## src/shared/scpi_parser_defines.svh

```systemverilog
// Purpose: Constants for the remote-command interpreter.
// Assumes: Byte-wide ASCII input stream.
// Notes:   Characters, limits, defaults and status bit positions.
`ifndef SCPI_PARSER_DEFINES_SVH
`define SCPI_PARSER_DEFINES_SVH
`define CH_COLON     8'h3A
`define CH_SEMI      8'h3B
`define CH_COMMA     8'h2C
`define CH_QUERY     8'h3F
`define CH_STAR      8'h2A
`define CH_DQUOTE    8'h22
`define CH_SQUOTE    8'h27
`define CH_HASH      8'h23
`define CH_NL        8'h0A
`define CH_WS_LO_MAX 8'h09
`define CH_WS_HI_MIN 8'h0B
`define CH_WS_HI_MAX 8'h20
`define CH_DIG0      8'h30
`define CH_DIG9      8'h39
`define CH_LOWER_A   8'h61
`define CH_LOWER_Z   8'h7A
`define CASE_BIT     8'h20
`define CH_UP_B      8'h42
`define CH_UP_H      8'h48
`define CH_UP_Q      8'h51
`define CH_ONE       8'h31
`define CH_N         8'h4E
`define CH_A         8'h41
`define MAX_HDR_LEN  6'h20
`define MAX_LEVELS   3'h4
`define DEFAULT_SUFFIX 4'h1
`define NAN_TEXT     64'h392E393145333700
`define ESR_OPC_BIT  0
`define SRE_ESB_BIT  5
`endif

```

## src/shared/scpi_parser_pkg.sv

```systemverilog
// Purpose: Types for the remote-command interpreter.
// Assumes: Used with scpi_parser_defines.svh.
// Notes:   None.
package scpi_parser_pkg;
	typedef enum logic [1:0] {
		fmt_decimal_type,
		fmt_binary_type,
		fmt_octal_type,
		fmt_hex_type
	} num_format_type;
	typedef enum logic [2:0] {
		act_none_type,
		act_setting_type,
		act_query_type,
		act_common_type,
		act_common_query_type
	} action_kind_type;
endpackage

```

## src/hdl/path_stack.sv

```systemverilog
`timescale 1ns/100ps
// Purpose: Small memory holding the hashed header path, one word per level.
// Assumes: One write or clear per cycle.
// Notes:   Read data registered.
module path_stack #(
	parameter int LEVELS = 4,
	parameter int WIDTH  = 16
) (
	// Clock
	input  wire logic                      mclk,
	input  wire logic                      rst,
	input  wire logic                      ce,
	// Access
	input  wire logic                      wr_en,
	input  wire logic [$clog2(LEVELS)-1:0] wr_idx,
	input  wire logic [WIDTH-1:0]          wr_data,
	input  wire logic [$clog2(LEVELS)-1:0] rd_idx,
	output logic      [WIDTH-1:0]          rd_data
);
	logic [WIDTH-1:0] mem_q [LEVELS];

	genvar g;
	generate
		for (g = 0; g < LEVELS; g++) begin : g_lvl
			always_ff @(posedge mclk) begin
				if (rst)
					mem_q[g] <= '0;
				else if (ce && wr_en && wr_idx == g)
					mem_q[g] <= wr_data;
			end
		end
	endgenerate

	always_ff @(posedge mclk) begin
		if (rst)
			rd_data <= '0;
		else if (ce)
			rd_data <= mem_q[rd_idx];
	end
endmodule

```

## src/hdl/scpi_command_parser.sv

```systemverilog
`timescale 1ns/100ps
// Purpose: Byte-stream interpreter for remote text command lines.
// Assumes: Lexical tables are hashed; command matching via cmd_* lookup port.
// Notes:   Instrument functions are outside; responses are streamed out.
`include "scpi_parser_defines.svh"

module scpi_command_parser
	import scpi_parser_pkg::*;
#(
	parameter int HASH_W = 16,
	parameter int LEVELS = 4
) (
	// Clock and reset
	input  wire logic                          mclk,
	input  wire logic                          rst,
	input  wire logic                          ce,
	// Input stream
	input  wire logic                          in_valid,
	input  wire logic [7:0]                    in_data,
	input  wire logic                          in_end,
	output logic                               in_ready,
	// Command table lookup (external, combinational)
	output logic      [HASH_W-1:0]             cmd_key,
	input  wire logic                          cmd_known,
	input  wire logic                          cmd_overlapped,
	input  wire logic [HASH_W-1:0]             cmd_id,
	// Action output
	output logic                               act_valid,
	output scpi_parser_pkg::action_kind_type   act_kind,
	output logic      [HASH_W-1:0]             act_id,
	output logic      [3:0]                    act_suffix,
	output scpi_parser_pkg::num_format_type    act_format,
	output logic                               param_valid,
	output logic      [7:0]                    param_data,
	output logic                               param_sep,
	output logic                               param_block,
	output logic                               cmd_rejected,
	// Overlapped operation tracking
	input  wire logic                          op_busy,
	// Status and answers
	output logic                               esr_opc_q,
	input  wire logic                          esr_opc_clear,
	output logic                               resp_valid,
	output logic      [7:0]                    resp_data
);
	typedef enum logic [3:0] {
		st_start, st_header, st_ws, st_param, st_string, st_hash,
		st_blk_len, st_blk_data, st_wait, st_skip
	} state_type;

	state_type         st_q;
	logic [HASH_W-1:0] hash_q;
	logic [HASH_W-1:0] path_hash;
	logic [$clog2(LEVELS)-1:0] lvl_q;
	logic [3:0]        suffix_q;
	logic              query_q;
	logic              common_q;
	logic [7:0]        quote_q;
	logic [3:0]        blk_digits_q;
	logic [31:0]       blk_len_q;
	logic              after_semi_q;
	logic              opc_pend_q;
	logic              answer_q;
	logic [7:0]        ch;
	logic              is_ws;
	logic              is_digit;
	logic              is_term;
	logic              take;
	logic              enter_wait;
	logic              wait_query_q;

	// Case folding makes mnemonic matching blind to letter case
	always_comb begin
		ch = in_data;
		if (in_data >= `CH_LOWER_A && in_data <= `CH_LOWER_Z)
			ch = in_data ^ `CASE_BIT;
	end
	assign is_ws    = (in_data <= `CH_WS_LO_MAX) ||
	                  (in_data >= `CH_WS_HI_MIN && in_data <= `CH_WS_HI_MAX);
	assign is_digit = in_data >= `CH_DIG0 && in_data <= `CH_DIG9;
	assign is_term  = in_data == `CH_NL || in_end;
	assign take     = ce && in_valid && in_ready;
	// Table codes: all ones is operation complete, all ones but bit 0 is wait to continue
	assign enter_wait = take && st_q == st_header && (is_term || is_ws || ch == `CH_SEMI) &&
	                    cmd_known && common_q &&
	                    (query_q ? cmd_id == '1 : cmd_id == {{(HASH_W-1){1'b1}}, 1'b0});

	// Stall input while a synchronising command waits for idle
	always_ff @(posedge mclk) begin
		if (rst)
			in_ready <= 1'b0;
		else if (ce)
			in_ready <= enter_wait ? 1'b0 : (st_q != st_wait || !op_busy);
	end

	path_stack #(.LEVELS(LEVELS), .WIDTH(HASH_W)) u_path (
		.mclk    (mclk),
		.rst     (rst),
		.ce      (ce),
		.wr_en   (take && st_q == st_header && ch == `CH_COLON),
		.wr_idx  (lvl_q),
		.wr_data (hash_q),
		.rd_idx  (lvl_q),
		.rd_data (path_hash)
	);

	// Parse state; the key seen by the table is the rolling header hash
	always_ff @(posedge mclk) begin
		if (rst) begin
			st_q         <= st_start;
			hash_q       <= '0;
			lvl_q        <= '0;
			suffix_q     <= `DEFAULT_SUFFIX;
			query_q      <= 1'b0;
			common_q     <= 1'b0;
			quote_q      <= '0;
			blk_digits_q <= '0;
			blk_len_q    <= '0;
			after_semi_q <= 1'b0;
		end else if (take) begin
			unique case (st_q)
				st_start, st_header: begin
					if (st_q == st_start && ch == `CH_COLON) begin
						lvl_q <= '0;
						hash_q <= '0;
					end else if (st_q == st_start && ch == `CH_STAR) begin
						common_q <= 1'b1;
						hash_q <= '1;
					end
					else if (ch == `CH_COLON) begin
						lvl_q <= lvl_q + 1'b1;
						hash_q <= hash_q ^ path_hash;
					end else if (ch == `CH_QUERY)
						query_q <= 1'b1;
					else if (is_digit)
						suffix_q <= in_data[3:0];
					else if (is_term || ch == `CH_SEMI || is_ws)
						st_q <= is_term ? st_start : (is_ws && st_q == st_header ? st_param : st_start);
					else begin
						st_q <= st_header;
						// Rotate-xor hash; alternative spellings map via table
						hash_q <= {hash_q[HASH_W-2:0], hash_q[HASH_W-1]} ^ {{(HASH_W-8){1'b0}}, ch};
					end
					if (is_term) begin
						lvl_q <= '0;
						hash_q <= '0;
						after_semi_q <= 1'b0;
					end else if (ch == `CH_SEMI)
						after_semi_q <= 1'b1;
					if (is_term || ch == `CH_SEMI || is_ws) begin
						query_q  <= query_q && !is_ws ? 1'b0 : query_q;
						// Suffix and common flag must not leak into the next header
						common_q <= 1'b0;
						suffix_q <= `DEFAULT_SUFFIX;
					end
				end
				st_param: begin
					if (ch == `CH_DQUOTE || ch == `CH_SQUOTE) begin
						quote_q <= in_data;
						st_q <= st_string;
					end else if (ch == `CH_HASH)
						st_q <= st_hash;
					else if (is_term || ch == `CH_SEMI) begin
						st_q <= st_start;
						after_semi_q <= !is_term;
						query_q <= 1'b0;
						if (is_term) begin
							lvl_q <= '0;
							hash_q <= '0;
						end
					end
				end
				st_string:
					if (in_data == quote_q)
						st_q <= st_param;
				st_hash:
					if (is_digit && in_data != `CH_DIG0) begin
						blk_digits_q <= in_data[3:0];
						blk_len_q <= '0;
						st_q <= st_blk_len;
					end else
						st_q <= st_param;
				st_blk_len: begin
					blk_len_q <= blk_len_q * 32'd10 + {28'h0, in_data[3:0]};
					blk_digits_q <= blk_digits_q - 1'b1;
					if (blk_digits_q == 4'h1)
						st_q <= st_blk_data;
				end
				st_blk_data: begin
					blk_len_q <= blk_len_q - 1'b1;
					if (blk_len_q <= 32'd1)
						st_q <= st_param;
				end
				st_wait, st_skip:
					if (is_term)
						st_q <= st_start;
			endcase
			if (enter_wait)
				st_q <= st_wait;
		end else if (ce && st_q == st_wait && !op_busy)
			st_q <= st_start;
	end

	// Common headers seed the hash with all ones, so the key is a plain flop
	assign cmd_key = hash_q;

	// Command dispatch at end of header
	always_ff @(posedge mclk) begin
		if (rst) begin
			act_valid    <= 1'b0;
			act_kind     <= act_none_type;
			act_id       <= '0;
			act_suffix   <= `DEFAULT_SUFFIX;
			cmd_rejected <= 1'b0;
		end else if (ce) begin
			act_valid    <= 1'b0;
			cmd_rejected <= 1'b0;
			if (take && (st_q == st_header) && (is_term || is_ws || ch == `CH_SEMI)) begin
				if (!cmd_known)
					cmd_rejected <= 1'b1;
				else begin
					act_valid  <= 1'b1;
					act_id     <= cmd_id;
					act_suffix <= suffix_q;
					act_kind   <= common_q ? (query_q ? act_common_query_type : act_common_type)
					                       : (query_q ? act_query_type : act_setting_type);
				end
			end
		end
	end

	// Parameter byte stream; block payload is raw, terminators untouched
	always_ff @(posedge mclk) begin
		if (rst) begin
			param_valid <= 1'b0;
			param_data  <= '0;
			param_sep   <= 1'b0;
			param_block <= 1'b0;
			act_format  <= fmt_decimal_type;
		end else if (ce) begin
			param_valid <= take && (st_q == st_param || st_q == st_string ||
			               st_q == st_blk_data) &&
			               !(st_q == st_param && (is_ws || is_term || ch == `CH_SEMI));
			param_data  <= in_data;
			param_sep   <= take && st_q == st_param && ch == `CH_COMMA;
			param_block <= take && st_q == st_blk_data;
			if (take && st_q == st_hash) begin
				unique case (ch)
					`CH_UP_B: act_format <= fmt_binary_type;
					`CH_UP_H: act_format <= fmt_hex_type;
					`CH_UP_Q: act_format <= fmt_octal_type;
					default:  act_format <= fmt_decimal_type;
				endcase
			end
		end
	end

	// Synchronisation: operation complete and wait to continue
	always_ff @(posedge mclk) begin
		if (rst) begin
			opc_pend_q <= 1'b0;
			esr_opc_q  <= 1'b0;
			answer_q   <= 1'b0;
			wait_query_q <= 1'b0;
		end else if (ce) begin
			if (enter_wait)
				wait_query_q <= query_q;
			else if (st_q == st_wait && !op_busy)
				wait_query_q <= 1'b0;
			if (act_valid && act_kind == act_common_type && act_id == '1)
				opc_pend_q <= 1'b1;
			else if (opc_pend_q && !op_busy)
				opc_pend_q <= 1'b0;
			// Set wins over clear so a finishing op is not lost
			if (opc_pend_q && !op_busy)
				esr_opc_q <= 1'b1;
			else if (esr_opc_clear)
				esr_opc_q <= 1'b0;
			answer_q <= st_q == st_wait && !op_busy && wait_query_q;
		end
	end

	// Answer: value only, no header echoed
	always_ff @(posedge mclk) begin
		if (rst) begin
			resp_valid <= 1'b0;
			resp_data  <= '0;
		end else if (ce) begin
			resp_valid <= answer_q;
			resp_data  <= `CH_ONE;
		end
	end
	// Numeric, short-form and NaN answers are formatted by the instrument side
endmodule

```

## config.mk

```make
export PLATFORM = sky130hd
export DESIGN_NAME = scpi_command_parser
export DESIGN_NICKNAME = d
export VERILOG_FILES = /design/src/shared/scpi_parser_pkg.sv /design/src/hdl/path_stack.sv /design/src/hdl/scpi_command_parser.sv
export VERILOG_INCLUDE_DIRS = /design/src /design/src/shared
export SDC_FILE = /design/constraint.sdc
export NUM_CORES = 1
export LEC_CHECK = 0
export ABC_AREA = 1
export CAP_MARGIN = 40
export CORE_AREA = 2 2 142 144
export CTS_CLUSTER_SIZE = 12
export DETAILED_ROUTE_END_ITERATION = 8
export DIE_AREA = 0 0 144 146
export DONT_BUFFER_PORTS = 1
export GPL_TIMING_DRIVEN = 0
export HOLD_SLACK_MARGIN = 0.02
export PLACE_DENSITY = 0.84
export SYNTH_ARGS = -nofsm -noshare
export SYNTH_HDL_FRONTEND = slang
export SYNTH_SLANG_ARGS = --single-unit
```

## constraint.sdc

```tcl
create_clock -name mclk -period 5.1 [get_ports mclk]
set_clock_uncertainty 0.05 [all_clocks]
set_input_delay 0.765 -clock mclk [delete_from_list [all_inputs] [get_ports mclk]]
set_output_delay 0.765 -clock mclk [all_outputs]
set_load 0.005 [all_outputs]
```

After elaboration in Yosys (flattened, before gate mapping)

Memories as Yosys holds them, arrays and structs flattened. A register that Yosys moved wholly into a read port is not among the register bits.
Cells that the tools add are included.

Logic and storage cells: 281
Flip-flop bits (word level): 117
Memories: 1
Input port bits: 33
RAM bits: 64
Output and inout bits: 65

Memories:

| name         | depth | width | read ports | clocked after Yosys merged registers in | write ports | RTL line         | source |
|---|---|---|---|---|---|---|---|
| u_path.mem_q | 4     | 16    | 1          | 1                                       | 4           | path_stack.sv:20 | `logic [WIDTH-1:0] mem_q [LEVELS];` |

$lt $le $gt $ge: 8
Bitwise operators: 7
Equality and inequality tests: 60
Reductions and logical operators: 75
Add/sub/neg operators: 4
Muxes and demuxes: 99
Multiply operators: 1

Operators by type and width:

| operator                                                         | count |
|---|---|
| 2-to-1 mux 16 bit                                                | 15 |
| one-hot mux 32 bit (3 select lines)                              | 1 |
| 2-to-1 mux 4 bit                                                 | 22 |
| == test 8 x 6 -> 1 bit (second input constant)                   | 8 |
| == test 16 bit (second input constant)                           | 3 |
| inequality test 4 bit (second input constant)                    | 12 |
| 2-to-1 mux 1 bit                                                 | 38 |
| logical AND 1 bit                                                | 35 |
| adder 32 x 4 -> 32 bit                                           | 1 |
| less-or-equal comparator 32 x 1 -> 1 bit (second input constant) | 1 |
| multiplier 32 x 3 -> 31 bit (second input constant)              | 1 |
| 2-to-1 mux 32 bit                                                | 1 |
| one-hot mux 16 bit (2 select lines)                              | 1 |
| subtractor 32 x 1 -> 32 bit (second input constant)              | 1 |
| one-hot mux 4 bit (7 select lines)                               | 1 |
| == test 8 x 7 -> 1 bit (second input constant)                   | 3 |
| 2-to-1 mux 2 bit                                                 | 12 |
| inequality test 6 bit (second input constant)                    | 4 |
| == test 4 x 3 -> 1 bit (second input constant)                   | 4 |
| less-or-equal comparator 8 x 6 -> 1 bit (second input constant)  | 2 |
| nonzero test 2 bit                                               | 8 |
| XOR 16 bit                                                       | 1 |
| XOR 16 x 8 -> 16 bit                                             | 1 |
| inequality test 3 bit (second input constant)                    | 5 |
| other kinds (40)                                                 | 73 |

Logic depth before layout (Yosys ltp)

Gate-level depths: netlist of the first run.

Depth after elaboration: 15
Depth in mapped cells: 21
Gate-level depth less buffers: 21

By module

Synthesis of the first run repeated with hierarchy kept, for this count alone.

Cells, all modules: 2008
Area total of the unflattened synthesis: 13561.8 um^2

Modules (own cells, without submodules):

| module              | seq. area each (um^2) | cells an instance | area an instance (um^2) | times used |
|---|---|---|---|---|
| scpi_command_parser | 2342.2                | 1670              | 10147.2                 | 1 |
| path_stack          | 2242.2                | 338               | 3414.5                  | 1 |

Worst setup path before layout of the first run

OpenSTA, ideal clock, no wires.

Path type: reg-to-reg
Start: reg blk_len_q[1]
End: reg blk_len_q[20]
Cell stages (with the launch flop): 16
Required time: 4.935 ns
Library setup time: 0.115 ns
Period minus slack after synthesis: 2.866 ns
Path slack: 2.234 ns
Arrival time: 2.702 ns
Path buffers: 0
Path through: dfxtp_1 -> ha_1 -> ha_1 -> inv_1 -> fa_1 -> nor2_1 -> nand4_1 -> a21oi_1 -> nand3_2 -> nor2_4 -> nand3_4 -> nor2_4 -> nand3_2 -> o21ai_0 -> a21oi_1 -> o21a_1

Cells in the longest elaborated chain, start to end: 3
Elaborated cells between the ends (all ways): 4
Classes of those cells: 2 x add/sub; 1 x mul; 1 x mux

RTL lines:

| item                                  | RTL line                   | source |
|---|---|---|
| start: declaration                    | scpi_command_parser.sv:60  | `logic [31:0] blk_len_q;` |
| start signal: assignment              | scpi_command_parser.sv:184 | `blk_len_q <= blk_len_q * 32'd10 + {28'h0, in_data[3:0]};` |
| start signal: assignment              | scpi_command_parser.sv:190 | `blk_len_q <= blk_len_q - 1'b1;` |
| multiplier 32 x 3 -> 31 bit           | scpi_command_parser.sv:184 |  |
| adder 32 x 4 -> 32 bit                | scpi_command_parser.sv:184 |  |
| one-hot mux 32 bit (3 select lines) * | scpi_command_parser.sv:121 | `unique case (st_q)` |

Mark *: on every way between the ends. The rest lies on a longest branch, timed or not.
A chain may end at the register's enable or synchronous reset.

Worst setup path after layout of the first run

Start: reg blk_len_q[3]
End: reg blk_len_q[30]

Same word-level chain as after synthesis.

==> results.txt, run 1 <==
Data arrival, critical path: 4.03 ns
cell repeated most along the worst path: nand2_1
top-level port count: 98
FP Rows: 51
DRT iter0 DRCs: 1532
EDFF count, synth: 64
area of the multi-input gates: 7360 sq um
commonest non-fill, non-tap cells in the layout: nand2_1, inv_1, nor2_1
CP startpoint kind: register
I/O Buffers: 0
most common cell after layout, fill and taps aside: nand2_1
Reg clk slew, reported paths: 0.08 ns
diode count: 0
Seq/Total Area, Yosys: 34.2%
CTS Buffer Depth: 2
Min Hold Slack: 0.402 ns
area leader, netlist: dfxtp_1
critical path fanouts, max: 7
gr usage total: 39.3%
Total Wirelength: 41300 um
CTS sink count: 197
fin crit share: 73.5%
FF+latch area: 4580 sq um
total number of vias: 14.0k
Post-DRT Antenna Nets: 0
pwr dens: 228 nW/um^2
ys async rst share: 0%
synthesized flop and latch total: 197
Core Box Area: 19300 sq um
mean area per synthesized cell: 6.65 sq um
Final Setup Violations: 0
max_cap viols: 0
Setup TNS: 0 ns
Tot Pwr: 3280 uW
top-area cell type share of the netlist area: 19.8%
Critical Path RT: 5.38 ns
Least-Margin Pin Slew: 0.889 ns
Synth Cell Area: 13400 sq um
max-slew violations: 0
CTS tree: yes
crit path time final: 3.75 ns
RSZ-0062 raised after global routing: false
Syn Inst Count: 2019
Remaining DRCs: 0
critical path class: register to register
CP max stage cell: nor3_1
top area cells in the synthesized netlist: dfxtp_1, edfxtp_1, nand2_1
Most used DFF post-synth: dfxtp_1
clk root buf: clkbuf_16
Post-CTS Repair Setup Buffers: 0
max_slew headroom: 40.6%
Area growth syn-to-layout: 7.10%
Buf/Inv on CP: 3
post-CTS sizing: 0
Leakage: 0.00668 uW
vias in the first global route: 13.1k
worst skew pair latency: 0.44 ns
Starting Density: 69.4%
status: finished, final reports clean
share of cells above drive strength 1: 5.26%
fin worst setup slack: 1.35 ns
dpl ws: 1.44 ns
total CTS buffers: 17
CP max stage delay: 0.54 ns
Final Hold Vio Count: 0
critical path's top delay family: simple AND/OR/NAND/NOR gates
Pre-antenna DRT Iters: 6
Util after Layout: 74.3%
Worst VDD drop: 250 uV
largest net degree at the start of global routing: 22
max frequency: 267 MHz
initial antenna violation count: 1
HPWL after DPL: 31100 um
Yosys cell types: 56
min-delay worst type: input pin to register
Via density: 6.02
grt ovf: 0
die boundary height: 146 um
Critical Path, Cell by Cell: ha_1 -> ha_1 -> inv_1 -> fa_1 -> inv_1 -> nand3_1 -> nand2_4 -> nand2_1 -> nand2_1 -> nand2_1 -> nand2_2 -> inv_1 -> nor2_1 -> nand2_1 -> nor3_1 -> nand3_1 -> nand2_1 -> nand2_1 -> nand2_1 -> a21oi_1
Critical Path End Type: register
DIE WIDTH: 144 um
first-pass GRT wire length: 64800 um
Max H-tree Level: 4
die area: 21000 sq um
Ys Warns: 0
Layout fillers: 1654
Final GP Congestion: 1.01
DR WL/cell: 17.8 um
fin nets: 2144
cts hold-fix bufs: 0
stage by stage:
step,cells,instance area (sq um)
detailed placement,2288,13800
floorplan,2023,13400
global placement,2288,13800
finish,2320,14400
CTS,2320,14400
global route,2320,14400
cell usage after synthesis (4+ instances only):
| master | number |
|---|---|
| clkbuf_1 | 47 |
| xnor2_1 | 6 |
| o22ai_1 | 16 |
| or2_2 | 7 |
| nand3b_1 | 5 |
| a311oi_1 | 7 |
| nor2_1 | 289 |
| nor3_1 | 18 |
| nor2_2 | 8 |
| nand4_1 | 43 |
| nand3_2 | 6 |
| inv_1 | 307 |
| a31oi_1 | 31 |
| nor4_1 | 7 |
| nor2_4 | 6 |
| nand3_1 | 98 |
| ha_1 | 67 |
| buf_2 | 11 |
| o211ai_1 | 8 |
| a21oi_1 | 130 |
| edfxtp_1 | 64 |
| o21ai_0 | 180 |
| buf_1 | 5 |
| a211oi_1 | 8 |
| nand2_1 | 432 |
| inv_2 | 8 |
| dfxtp_1 | 133 |
| nand2_2 | 13 |
| and2_1 | 4 |
| a221oi_1 | 4 |
| buf_4 | 8 |
| xor2_1 | 6 |
| o31ai_1 | 4 |
final cells by class:
class | count | area share, %
multi-input cells | 1440 | 51.2
flip-flops and latches | 197 | 31.9
inverters | 315 | 8.23
clock buffers | 18 | 2.99
well taps | 265 | 2.31
plain buffers | 71 | 2.16
clock inverters | 14 | 1.23
power by group:
| part | total (uW) | internal (uW) | switching [uW] |
|---|---|---|---|
| Combinational | 227 | 60.4 | 167 |
| Sequential | 1680 | 1650 | 24.4 |
| Clock | 1370 | 667 | 705 |
sequential cells by signal (all words and copies together) (netlist names), 2 cells and up:
register        flops
blk_digits_q        4
act_suffix          4
suffix_q            4
lvl_q               2
u_path.mem_q       64
act_format          2
st_q                4
u_path.rd_data     16
act_id             16
quote_q             8
param_data          8
act_kind            3
blk_len_q          32
cmd_key            16
kinds of logic (layout without fill, tap and decap cells):
kind of cell	Yosys count	count (layout)	share of synthesized area (%)
compound gates	405	405	16.6
xor+xnor	16	16	1.35
fa+ha+maj	69	69	6.55
buf+inv	386	418	11.1
flops	197	197	34.2
other cells	1	5	0.0279
simple gates	945	945	30.2
layer usage:
layer  track usage, %  wire [um]
met5                0         16
met4             17.4       1870
met3             9.81       4980
met2             61.5      18200
met1             51.4      16200
path summary, 6_finish.rpt:
path                     start  cells past startpoint       endpoint  slack [ns]
setup reg to reg  blk_len_q[3]                     20  blk_len_q[30]        1.35
setup / recovery  blk_len_q[3]                     20  blk_len_q[30]        1.35
hold reg to reg     quote_q[5]                      2     quote_q[5]        0.42
hold / removal       cmd_id[4]                      2      act_id[4]        0.40
Note: power is estimated with default switching activity, not from simulation.
==> run 2: changes to the inputs <==
--- a/config.mk
+++ b/config.mk
@@ -8,14 +8,14 @@
 export LEC_CHECK = 0
 export ABC_AREA = 1
 export CAP_MARGIN = 40
-export CORE_AREA = 2 2 142 144
+export CORE_AREA = 2 2 154 156
 export CTS_CLUSTER_SIZE = 12
 export DETAILED_ROUTE_END_ITERATION = 8
-export DIE_AREA = 0 0 144 146
+export DIE_AREA = 0 0 156 158
 export DONT_BUFFER_PORTS = 1
 export GPL_TIMING_DRIVEN = 0
 export HOLD_SLACK_MARGIN = 0.02
-export PLACE_DENSITY = 0.84
+export PLACE_DENSITY = 0.76
 export SYNTH_ARGS = -nofsm -noshare
 export SYNTH_HDL_FRONTEND = slang
 export SYNTH_SLANG_ARGS = --single-unit
==> constraint.sdc (replaced) <==
create_clock -name mclk -period 3.05 [get_ports mclk]
set_clock_uncertainty 0.05 [all_clocks]
set_input_delay 0.4575 -clock mclk [delete_from_list [all_inputs] [get_ports mclk]]
set_output_delay 0.4575 -clock mclk [all_outputs]
set_load 0.005 [all_outputs]
==> run 2 against run 1 <==
The run now ends with setup timing left. Sequential share of layout area fell by 1.2 points. Combinational power increased by 64%. Register-to-register slack lost 1.4 ns. Non-clock buffer count rose by 19. Largest power group unchanged. Highest routed layer is now met4.
==> results.txt, run 2 (same netlist as run 1, synthesis figures left out) <==
I/O Buffers: 0
HPWL after DPL: 30800 um
top-level port count: 98
biggest registers after layout: u_path.mem_q: 64 flops, blk_len_q: 32 flops
FF-to-FF End: blk_len_q[20]
Final Hold Vio Count: 0
failing checks: setup timing
grt ovf: 0
pwr dens: 363 nW/um^2
Least-Margin Pin Slew: 0.840 ns
area of the multi-input gates: 7870 sq um
Area growth syn-to-layout: 12.7%
DRT iter0 DRCs: 1186
CP startpoint kind: register
Data arrival, critical path: 3.36 ns
max-slew violations: 0
commonest non-fill, non-tap cells in the layout: nand2_1, inv_1, nor2_1
FF-to-FF Start: blk_len_q[1]
max_slew headroom: 43.9%
Final GP Congestion: 0.956
Layout fillers: 2097
Worst Hold Launch: cmd_id[15]
worst hold path depth: 2
max_cap viols: 0
initial antenna violation count: 0
RSZ-0062 raised after global routing: true
Pre-antenna DRT Iters: 6
Tot Pwr: 5490 uW
Total Wirelength: 42100 um
fin nets: 2163
FF-to-FF path depth: 15
Remaining DRCs: 0
Biggest register: u_path.mem_q
Via density: 5.81
Max H-tree Level: 4
fin worst setup slack: -0.0188 ns
Critical Path End Type: register
most common cell after layout, fill and taps aside: nand2_1
Post-DRT Antenna Nets: 0
DIE WIDTH: 156 um
CP max stage delay: 0.47 ns
crit path time final: 3.07 ns
gr usage total: 33.5%
worst skew pair latency: 0.45 ns
die boundary height: 158 um
first-pass GRT wire length: 64700 um
Final Setup Violations: 3
Leakage: 0.00680 uW
CTS tree: yes
critical path fanouts, max: 4
clk root buf: clkbuf_16
CTS Buffer Depth: 2
DR WL/cell: 17.8 um
diode count: 0
Critical Path, Cell by Cell: ha_4 -> ha_4 -> inv_2 -> fa_2 -> nor2_2 -> nand4_1 -> a21oi_2 -> nand3_2 -> nor2_4 -> nand3_4 -> nor2_4 -> nand3_4 -> o21ai_1 -> a21oi_1 -> o21a_1
Worst VDD drop: 411 uV
Reg clk slew, reported paths: 0.08 ns
share of cells above drive strength 1: 12.1%
flop-to-flop setup slack: -0.02 ns
max frequency: 326 MHz
fin crit share: 101%
status: finished with violations
FF+latch area: 4640 sq um
min-delay worst type: input pin to register
CTS sink count: 197
Util after Layout: 65.6%
Core Box Area: 23100 sq um
critical path's top delay family: simple AND/OR/NAND/NOR gates
dpl ws: -0.608 ns
die area: 24600 sq um
max FFs per register: 64
largest net degree at the start of global routing: 22
Hold Path End: act_id[15]
critical path class: register to register
FP Rows: 56
Buf/Inv on CP: 1
Starting Density: 58.2%
vias in the first global route: 12.8k
Critical Path RT: 3.34 ns
total number of vias: 13.7k
CP max stage cell: fa_2
total CTS buffers: 17
==> run 2: cell count changes in the layout (fill, tap and decap cells not counted), sizes merged <==
| cell | change |
|---|---|
| buf | +19 |
| clkinv | -3 |
| inv | +3 |
==> run 2: layer usage <==
layer  global-route usage [%]  routed length (um)
met5                        0                   0
met1                     39.7               16800
met3                     5.45                3020
met2                     58.1               19900
met4                     18.6                2320
==> run 2: what timing repair did <==
item | 4_1_cts | 5_1_grt
endpoints found under the setup margin | 20 | 20
buffers inserted | 4 | 15
hold buffers | 0 | 0
pin swaps | 6 | 40
resized for setup | 41 | 121
==> run 2: through the flow <==
stage	setup TNS, ns	cell area (sq um)	hold slack [ns]	cells
floorplan	0	13400	0.389	2023
global placement	-3.95	13800	0.403	2313
detailed placement	-6.06	13800	0.412	2313
CTS	0	14600	0.0975	2349
global route	-1.46	15100	0.105	2364
finish	-0.0398	15100	0.0935	2364
==> run 2: final cells by class <==
| type | count | share of cell area, % |
|---|---|---|
| plain buffers | 71 | 2.05 |
| clock buffers | 18 | 2.98 |
| repair buffers | 19 | 0.944 |
| multi-input cells | 1440 | 52.1 |
| clock inverters | 14 | 1.05 |
| inverters | 315 | 7.82 |
| flip-flops and latches | 197 | 30.7 |
| well taps | 290 | 2.40 |
==> run 2: worst max path at each step <==
stage                 start  slack (ns)  depth (start not counted)       endpoint
2_1_floorplan  blk_len_q[1]        0.18                         15  blk_len_q[20]
3_3_place_gp   blk_len_q[1]       -0.49                         20  blk_len_q[30]
3_5_place_dp   blk_len_q[1]       -0.61                         20  blk_len_q[30]
4_1_cts        blk_len_q[7]      0.0008                         14  blk_len_q[29]
5_1_grt        blk_len_q[1]       -0.16                         17  blk_len_q[28]
6_report       blk_len_q[1]       -0.02                         15  blk_len_q[20]
==> run 2: report_power, final <==
part / internal, uW / total (uW) / switching [uW]
clock network: 1160 / 2320 / 1160
registers: 2760 / 2800 / 41.5
logic: 101 / 372 / 271
